===== config.mk =====
export PLATFORM = sky130hd
export DESIGN_NAME = vcu_voltage_comparator_unit
export DESIGN_NICKNAME = d
export VERILOG_FILES = /design/src/core/vcu_pkg.sv /design/src/core/vcu_voltage_comparator_unit.sv
export SDC_FILE = /design/constraint.sdc
export NUM_CORES = 1
export LEC_CHECK = 0
export ABC_AREA = 1
export BUFFER_PORTS_ARGS = -buffer_cell sky130_fd_sc_hd__clkbuf_2
export CORE_MARGIN = 1.5
export CORE_UTILIZATION = 45
export DETAILED_ROUTE_END_ITERATION = 8
export PLACE_DENSITY = 0.81
export SLEW_MARGIN = 40
export SYNTH_ARGS = -nofsm -noshare
export SYNTH_HDL_FRONTEND = slang
export SYNTH_SLANG_ARGS = --single-unit

===== constraint.sdc =====
create_clock -name clk -period 1.5 [get_ports clk]
set_input_delay 0.075 -clock clk [delete_from_list [all_inputs] [get_ports clk]]
set_output_delay 0.075 -clock clk [all_outputs]
set_load 0.03 [all_outputs]

===== src/core/vcu_pkg.sv =====
package vcu_pkg;

    // ==========================================================
    // Register offsets (byte addresses)
    localparam logic [3:0] CTRL_OFFSET = 4'h0;
    localparam logic [3:0] MODE_OFFSET = 4'h4;
    localparam logic [3:0] INTCFG_OFFSET = 4'h8;

    // ==========================================================
    // Control register field positions
    localparam int CTRL_EN_BIT = 7;
    localparam int CTRL_OUT_BIT = 6;
    localparam int CTRL_RIF_BIT = 5;
    localparam int CTRL_FIF_BIT = 4;
    localparam int CTRL_HYP_LSB = 2;
    localparam int CTRL_HYN_LSB = 0;

    // ==========================================================
    // Mode register field positions
    localparam int MODE_RSV_BIT = 7;
    localparam int MODE_RIE_BIT = 5;
    localparam int MODE_FIE_BIT = 4;
    localparam int MODE_MD_LSB = 0;

    // ==========================================================
    // Interrupt source config field positions
    localparam int INTCFG_SRC_BIT = 0;
    localparam int INTCFG_GLB_BIT = 1;

    // ==========================================================
    // Reset values
    localparam logic [1:0] HYST_RESET = 2'h0;
    localparam logic [1:0] MODE_RESET = 2'h2;
    localparam logic [1:0] SYNC_RESET = 2'h0;

    // ==========================================================
    // Response modes and hysteresis codes
    typedef enum logic [1:0] {
        RESP_FAST = 2'b00,
        RESP_MODE1 = 2'b01,
        RESP_MODE2 = 2'b10,
        RESP_LOWPWR = 2'b11
    } vcu_resp_t;

    typedef enum logic [1:0] {
        HYST_OFF = 2'b00,
        HYST_LVL1 = 2'b01,
        HYST_LVL2 = 2'b10,
        HYST_MAX = 2'b11
    } vcu_hyst_t;

    // ==========================================================
    // AXI responses
    localparam logic [1:0] AXI_OKAY = 2'h0;
    localparam logic [1:0] AXI_SLVERR = 2'h2;

endpackage : vcu_pkg


===== src/core/vcu_voltage_comparator_unit.sv =====
// Design decisions made here: the register addresses and register access over AXI4-Lite.
`timescale 1ns/10ps
// Operation
// RL1 - Enabled: output one when positive exceeds negative
// RL2 - Disabled: comparison result forced to zero
// RL3 - Synchronised output readable, interrupt source, pin
// RL4 - Raw output unsynchronised, valid without clock
// RL5 - Rising and falling edges in separate flags
// RL6 - Flags set regardless of interrupt enables
// RL7 - Flags stay set until software clears
// RL8 - Separate rise and fall interrupt enables
// RL9 - Request needs flag, enable, source, global
// RL10 - Four response modes, slower uses less power
// RL11 - Disabled comparator enters low power shutdown
// RL12 - Hysteresis delays transitions by programmed amount
// RL13 - Independent positive/negative hysteresis: 20,10,5,0 mV
// RL14 - Software enables before use; clearing disables
// RL15 - Software clears flags after settings change
// RL16 - Hysteresis code 00 off, 11 maximum
// RL17 - Mode code 00 fastest, 11 slowest
// RL18 - Flag zero means no edge since clear
// RL19 - Edge from current versus previous sample
// RL20 - Two flip-flops before synchronised output use
module vcu_voltage_comparator_unit
    import vcu_pkg::*;
(
    input wire logic clk,
    input wire logic rst,
    // AXI4-Lite slave
    input wire logic [3:0] s_axi_awaddr,
    input wire logic s_axi_awvalid,
    output logic s_axi_awready,
    input wire logic [31:0] s_axi_wdata,
    input wire logic [3:0] s_axi_wstrb,
    input wire logic s_axi_wvalid,
    output logic s_axi_wready,
    output logic [1:0] s_axi_bresp,
    output logic s_axi_bvalid,
    input wire logic s_axi_bready,
    input wire logic [3:0] s_axi_araddr,
    input wire logic s_axi_arvalid,
    output logic s_axi_arready,
    output logic [31:0] s_axi_rdata,
    output logic [1:0] s_axi_rresp,
    output logic s_axi_rvalid,
    input wire logic s_axi_rready,
    // Analog core
    input wire logic analogCompare,
    output logic analogEnable,
    output logic [1:0] analogRespMode,
    output logic [1:0] analogPosHyst,
    output logic [1:0] analogNegHyst,
    // Raw and synchronised outputs
    output logic rawCompareOut,
    output logic syncCompareOut,
    // Interrupt request to CPU handler
    output logic compareIrq
);

    // ==========================================================
    // Registers
    logic compareEnable_ff;
    logic [1:0] posHystSel_ff;
    logic [1:0] negHystSel_ff;
    logic [1:0] respMode_ff;
    logic riseIrqEnable_ff;
    logic fallIrqEnable_ff;
    logic irqSourceEn_ff;
    logic globalIrqEn_ff;
    logic riseEdgeFlag_ff;
    logic fallEdgeFlag_ff;
    logic [1:0] sync_ff;
    logic prevSample_ff;
    logic syncOut_ff;
    logic irq_ff;
    logic analogEnable_ff;
    logic [1:0] analogRespMode_ff;
    logic [1:0] analogPosHyst_ff;
    logic [1:0] analogNegHyst_ff;

    // ==========================================================
    // Raw path, combinational, no clock needed
    always_comb begin
        rawCompareOut = analogCompare & analogEnable_ff; // [RL1] [RL2] [RL4]
    end

    // ==========================================================
    // Synchroniser
    always_ff @(posedge clk) begin
        if (rst) begin
            sync_ff <= SYNC_RESET;
        end else begin
            sync_ff <= {sync_ff[0], rawCompareOut}; // [RL20]
        end
    end

    always_ff @(posedge clk) begin
        if (rst) begin
            syncOut_ff <= 1'b0;
            prevSample_ff <= 1'b0;
        end else begin
            syncOut_ff <= sync_ff[1]; // [RL3]
            prevSample_ff <= syncOut_ff;
        end
    end

    // ==========================================================
    // Edge detection
    logic riseEvent;
    logic fallEvent;
    always_comb begin
        riseEvent = syncOut_ff & ~prevSample_ff; // [RL19] [RL5]
        fallEvent = ~syncOut_ff & prevSample_ff; // [RL19] [RL5]
    end

    // ==========================================================
    // AXI4-Lite write channel
    logic awHeld_ff;
    logic wHeld_ff;
    logic [3:0] awAddr_ff;
    logic [31:0] wData_ff;
    logic [3:0] wStrb_ff;
    logic doWrite;
    logic writeCtrl;
    logic writeMode;
    logic writeIntcfg;

    always_comb begin
        doWrite = awHeld_ff & wHeld_ff & ~s_axi_bvalid;
        writeCtrl = doWrite & (awAddr_ff == CTRL_OFFSET) & wStrb_ff[0];
        writeMode = doWrite & (awAddr_ff == MODE_OFFSET) & wStrb_ff[0];
        writeIntcfg = doWrite & (awAddr_ff == INTCFG_OFFSET) & wStrb_ff[0];
    end

    always_ff @(posedge clk) begin
        if (rst) begin
            awHeld_ff <= 1'b0;
            awAddr_ff <= 4'h0;
        end else if (s_axi_awvalid & s_axi_awready) begin
            awHeld_ff <= 1'b1;
            awAddr_ff <= {s_axi_awaddr[3:2], 2'b00};
        end else if (doWrite) begin
            awHeld_ff <= 1'b0;
        end
    end

    always_ff @(posedge clk) begin
        if (rst) begin
            wHeld_ff <= 1'b0;
            wData_ff <= 32'h0;
            wStrb_ff <= 4'h0;
        end else if (s_axi_wvalid & s_axi_wready) begin
            wHeld_ff <= 1'b1;
            wData_ff <= s_axi_wdata;
            wStrb_ff <= s_axi_wstrb;
        end else if (doWrite) begin
            wHeld_ff <= 1'b0;
        end
    end

    always_ff @(posedge clk) begin
        if (rst) begin
            s_axi_awready <= 1'b0;
            s_axi_wready <= 1'b0;
        end else begin
            s_axi_awready <= ~awHeld_ff & ~(s_axi_awvalid & s_axi_awready) & ~s_axi_bvalid;
            s_axi_wready <= ~wHeld_ff & ~(s_axi_wvalid & s_axi_wready) & ~s_axi_bvalid;
        end
    end

    always_ff @(posedge clk) begin
        if (rst) begin
            s_axi_bvalid <= 1'b0;
            s_axi_bresp <= AXI_OKAY;
        end else if (doWrite) begin
            s_axi_bvalid <= 1'b1;
            s_axi_bresp <= (awAddr_ff == CTRL_OFFSET || awAddr_ff == MODE_OFFSET
                || awAddr_ff == INTCFG_OFFSET) ? AXI_OKAY : AXI_SLVERR;
        end else if (s_axi_bready) begin
            s_axi_bvalid <= 1'b0;
        end
    end

    // ==========================================================
    // Configuration registers
    always_ff @(posedge clk) begin
        if (rst) begin
            compareEnable_ff <= 1'b0;
            posHystSel_ff <= HYST_RESET;
            negHystSel_ff <= HYST_RESET;
        end else if (writeCtrl) begin
            compareEnable_ff <= wData_ff[CTRL_EN_BIT]; // [RL14] [RL11]
            posHystSel_ff <= wData_ff[CTRL_HYP_LSB +: 2]; // [RL13] [RL16]
            negHystSel_ff <= wData_ff[CTRL_HYN_LSB +: 2]; // [RL13] [RL16]
        end
    end

    always_ff @(posedge clk) begin
        if (rst) begin
            respMode_ff <= MODE_RESET;
            riseIrqEnable_ff <= 1'b0;
            fallIrqEnable_ff <= 1'b0;
        end else if (writeMode) begin
            respMode_ff <= wData_ff[MODE_MD_LSB +: 2]; // [RL10] [RL17]
            riseIrqEnable_ff <= wData_ff[MODE_RIE_BIT]; // [RL8]
            fallIrqEnable_ff <= wData_ff[MODE_FIE_BIT]; // [RL8]
        end
    end

    always_ff @(posedge clk) begin
        if (rst) begin
            irqSourceEn_ff <= 1'b0;
            globalIrqEn_ff <= 1'b0;
        end else if (writeIntcfg) begin
            irqSourceEn_ff <= wData_ff[INTCFG_SRC_BIT];
            globalIrqEn_ff <= wData_ff[INTCFG_GLB_BIT];
        end
    end

    // ==========================================================
    // Edge flags, set wins over software clear
    always_ff @(posedge clk) begin
        if (rst) begin
            riseEdgeFlag_ff <= 1'b0;
            fallEdgeFlag_ff <= 1'b0;
        end else begin
            if (riseEvent) begin
                riseEdgeFlag_ff <= 1'b1; // [RL6] [RL18]
            end else if (writeCtrl) begin
                riseEdgeFlag_ff <= wData_ff[CTRL_RIF_BIT]; // [RL7]
            end
            if (fallEvent) begin
                fallEdgeFlag_ff <= 1'b1; // [RL6] [RL18]
            end else if (writeCtrl) begin
                fallEdgeFlag_ff <= wData_ff[CTRL_FIF_BIT]; // [RL7]
            end
        end
    end

    // ==========================================================
    // Interrupt request
    always_ff @(posedge clk) begin
        if (rst) begin
            irq_ff <= 1'b0;
        end else begin
            irq_ff <= ((riseEdgeFlag_ff & riseIrqEnable_ff)
                | (fallEdgeFlag_ff & fallIrqEnable_ff))
                & irqSourceEn_ff & globalIrqEn_ff; // [RL9] [RL8]
        end
    end

    // ==========================================================
    // Analog core control
    always_ff @(posedge clk) begin
        if (rst) begin
            analogEnable_ff <= 1'b0;
            analogRespMode_ff <= MODE_RESET;
            analogPosHyst_ff <= HYST_RESET;
            analogNegHyst_ff <= HYST_RESET;
        end else begin
            analogEnable_ff <= compareEnable_ff; // [RL11]
            analogRespMode_ff <= respMode_ff; // [RL10]
            analogPosHyst_ff <= posHystSel_ff; // [RL12]
            analogNegHyst_ff <= negHystSel_ff; // [RL12]
        end
    end

    // ==========================================================
    // AXI4-Lite read channel
    logic [31:0] readWord;
    logic readHit;
    always_comb begin
        readWord = 32'h0;
        readHit = 1'b1;
        case ({s_axi_araddr[3:2], 2'b00})
            CTRL_OFFSET: begin
                readWord[CTRL_EN_BIT] = compareEnable_ff;
                readWord[CTRL_OUT_BIT] = syncOut_ff; // [RL3]
                readWord[CTRL_RIF_BIT] = riseEdgeFlag_ff;
                readWord[CTRL_FIF_BIT] = fallEdgeFlag_ff;
                readWord[CTRL_HYP_LSB +: 2] = posHystSel_ff;
                readWord[CTRL_HYN_LSB +: 2] = negHystSel_ff;
            end
            MODE_OFFSET: begin
                readWord[MODE_RSV_BIT] = 1'b1;
                readWord[MODE_RIE_BIT] = riseIrqEnable_ff;
                readWord[MODE_FIE_BIT] = fallIrqEnable_ff;
                readWord[MODE_MD_LSB +: 2] = respMode_ff;
            end
            INTCFG_OFFSET: begin
                readWord[INTCFG_SRC_BIT] = irqSourceEn_ff;
                readWord[INTCFG_GLB_BIT] = globalIrqEn_ff;
            end
            default: begin
                readHit = 1'b0;
            end
        endcase
    end

    always_ff @(posedge clk) begin
        if (rst) begin
            s_axi_arready <= 1'b0;
            s_axi_rvalid <= 1'b0;
            s_axi_rdata <= 32'h0;
            s_axi_rresp <= AXI_OKAY;
        end else if (s_axi_arvalid & s_axi_arready) begin
            s_axi_arready <= 1'b0;
            s_axi_rvalid <= 1'b1;
            s_axi_rdata <= readWord;
            s_axi_rresp <= readHit ? AXI_OKAY : AXI_SLVERR;
        end else if (s_axi_rvalid) begin
            if (s_axi_rready) begin
                s_axi_rvalid <= 1'b0;
            end
        end else begin
            s_axi_arready <= 1'b1;
        end
    end

    // ==========================================================
    // Outputs
    always_comb begin
        syncCompareOut = syncOut_ff;
        compareIrq = irq_ff;
        analogEnable = analogEnable_ff;
        analogRespMode = analogRespMode_ff;
        analogPosHyst = analogPosHyst_ff;
        analogNegHyst = analogNegHyst_ff;
    end

endmodule : vcu_voltage_comparator_unit


==> results.cfg <==
[detailed_routing]
drc_errors = 0
drtIter0Drc = 52
finalWirelength_um = 3680
post_drt_via_cell_ratio = 4.46
first_pass_iters = 4
route.vias.total = 1651
wire_per_inst_um = 9.95
detail-route-antenna-nets = 0

[synth]
yosysWarnings = 0
synth_top_area_share_pct = 49.7
syn_inst = 272
synthDistinctLibCells = 23
yosysSeqAreaShare_pct = 49.7
mappedNetlistArea_mm2 = 0.00209
ys_ff_latch = 52
synth_top_area_cell = dfxtp_1
synth_area_leaders = dfxtp_1 50%, nor2_1 10%, buf_4 9.3%
avgSynthCellArea_um2 = 7.70

[die]
die_x_um = 71.2
io_pins = 103
die_h_um = 71.2
coreArea_mm2 = 0.00441
die_area_mm2 = 0.00507
row_count = 24
initial_core_util_pct = 47.4

[clock_tree]
clockBufferDepth = 2
numCtsBuffers = 5
cts.clk_slew.worst_paths_ns = 0.09
post_cts_buffers = 0
cts-root-buf = clkbuf_8
cts_resized = 0
cts.sinks = 52
cts_tree = yes
postCtsHoldBufs = 1
cts.htree.levels = 2
insertion_delay_ns = 0.30

[run]
maxCapViolations = 0

[global_route]
antenna_found_initial = 0
grt_max_degree = 31
track_usage_pct = 15.8
grt_pass1_vias = 1471
grt_pass1_wl_um = 6320
gr-total-overflow = 0

[worst_setup_path]
reg2reg_setup_slack_ns = 0.23
cp.arrival_ns = 1.50
crit_fanout = 12
crit_path_end_kind = flop
startpoint = s_axi_arready
worst-setup-path-type = reg2reg
cp.required_ns = 1.73
crit_path_start_kind = flop
worstReg2RegStart = s_axi_arready

[power_and_ir_drop]
comb_power_share_pct = 10.7
p_leak_uw = 0.00115
powerDensity_mw_per_mm2 = 1060
power_frac_seq_pct = 57.7
netSwitchingFraction_pct = 26.3
cell_internal_pwr_uw = 1850
ir_drop_mv = 0.513
switchingPower_uw = 659
pwr-share-clk_pct = 31.6
power.total_uw = 2510

[place]
dp_hpwl_um = 2780
routabilityCongestion = 0.787
portBuffers = 44

[timing]
finalCritPeriodShare_pct = 84.8
slew_violations = 0
setup_viol = 0
hold_viol_final = 0
clock.fmax_mhz = 786
rsz0062_at_grt = no
fin_skew_ns = 0.00269
tns_ns = 0
period_minus_slack_ns = 1.27

[layout]
fillers = 454
antennaDiodeCount = 0
nets = 369
layout-drive-gt1-share_pct = 18.9
area_delta_synth_final_pct = 12.7

[worst_hold_path]
hold_start = s_axi_rready
holdCritPathClass = in2reg

[status]
status = finished clean
power by group through the flow:
stage / logic (µW) / clock network [µW] / registers, µW
after floorplan: 233 / 0 / 1500
after global routing: 296 / 891 / 1450
after CTS: 269 / 824 / 1450
after global placement: 263 / 0 / 1480
final: 267 / 792 / 1450
after detailed placement: 266 / 0 / 1480
cells in the mapped netlist:
| master | number |
|---|---|
| inv_2 | 2 |
| nand2_1 | 40 |
| o211ai_1 | 1 |
| a211oi_1 | 1 |
| inv_1 | 27 |
| conb_1 | 1 |
| buf_2 | 1 |
| a31oi_1 | 2 |
| nor4_1 | 2 |
| dfxtp_1 | 52 |
| or2_2 | 1 |
| buf_4 | 26 |
| nand3_4 | 1 |
| nor2_1 | 57 |
| nand3_1 | 16 |
| nor3_4 | 1 |
| nand4_1 | 1 |
| clkbuf_1 | 6 |
| a21oi_1 | 10 |
| a22o_1 | 1 |
| nor2_4 | 2 |
| and2_1 | 1 |
| o21ai_0 | 20 |
sequential cells by signal, summed over array words and instances, names as in the netlist, 2 cells and up:
name,cells
respMode_ff,2
awAddr_ff,2
analogRespMode,2
analogNegHyst,2
negHystSel_ff,2
s_axi_rdata,8
analogPosHyst,2
posHystSel_ff,2
wData_ff,7
sync_ff,2
cells in the final DEF (no fill, tap or decap):
cell type	instances
and2_1	1
dlygate4sd3_1	1
a21oi_1	10
nor4_1	2
nand3_1	16
nor2_4	2
nand4_1	1
nor2_1	57
a22o_1	1
or2_2	1
o21ai_0	20
inv_1	27
dfxtp_1	52
buf_4	1
nand3_4	1
conb_1	26
clkbuf_2	44
a211oi_1	1
clkinv_2	2
o211ai_1	1
inv_2	2
a31oi_1	2
nor3_4	1
nand2_1	40
clkbuf_8	6
final cells by class:
type	count	area, µm²	share of cell area, %
clock inverter	2	10.0	0.424
tap	52	65.1	2.76
timing repair buffer	46	238	10.1
sequential	52	1040	44.1
multi-input combinational	183	816	34.6
inverter	29	109	4.61
clock buffer	6	82.6	3.50
per-layer routing:
metal  share of wire (%)  global-route usage [%]  up-vias
met4                 1.5                    5.66        0
met3                 6.7                    5.63        6
met5                   0                       0        -
li1                    -                       -      889
met1                  47                    19.8      705
met2                  45                    25.1       51
logic make-up (layout without fill, tap and decap cells):
family	count (synthesis)	after routing	synth area share, %
buf+inv	62	83	15.8
flops	52	52	49.7
compound gates	35	35	8.90
other cells	1	26	0.179
simple gates	122	122	25.4
metrics by stage:
stage          instance area, µm²  instances  hold WS (ns)  util, %  worst slack (ns)
2_1_floorplan                2190        297         0.157        -             0.303
3_3_place_gp                 2260        361         0.307     51.2             0.266
3_5_place_dp                 2260        361         0.322     51.2             0.233
4_1_cts                      2360        370       0.00550     53.5             0.216
5_1_grt                      2360        370        0.0256     53.5            0.0511
6_report                     2360        370        0.0127     53.5             0.228
critical path, cell delays in order (launching register included):
cell and delay (ns):
dfxtp_1 0.36, nand2_1 0.24, inv_1 0.23, nand2_1 0.08, inv_1 0.12, nand2_1 0.06, a31oi_1 0.12
path summary, 6_finish.rpt:
kind,to,depth (start not counted)
max reg2reg,s_axi_rdata[4],6
max,s_axi_rdata[4],6
min reg2reg,syncCompareOut,2
min,s_axi_rvalid,4
Note: power is estimated with default switching activity, not from simulation.
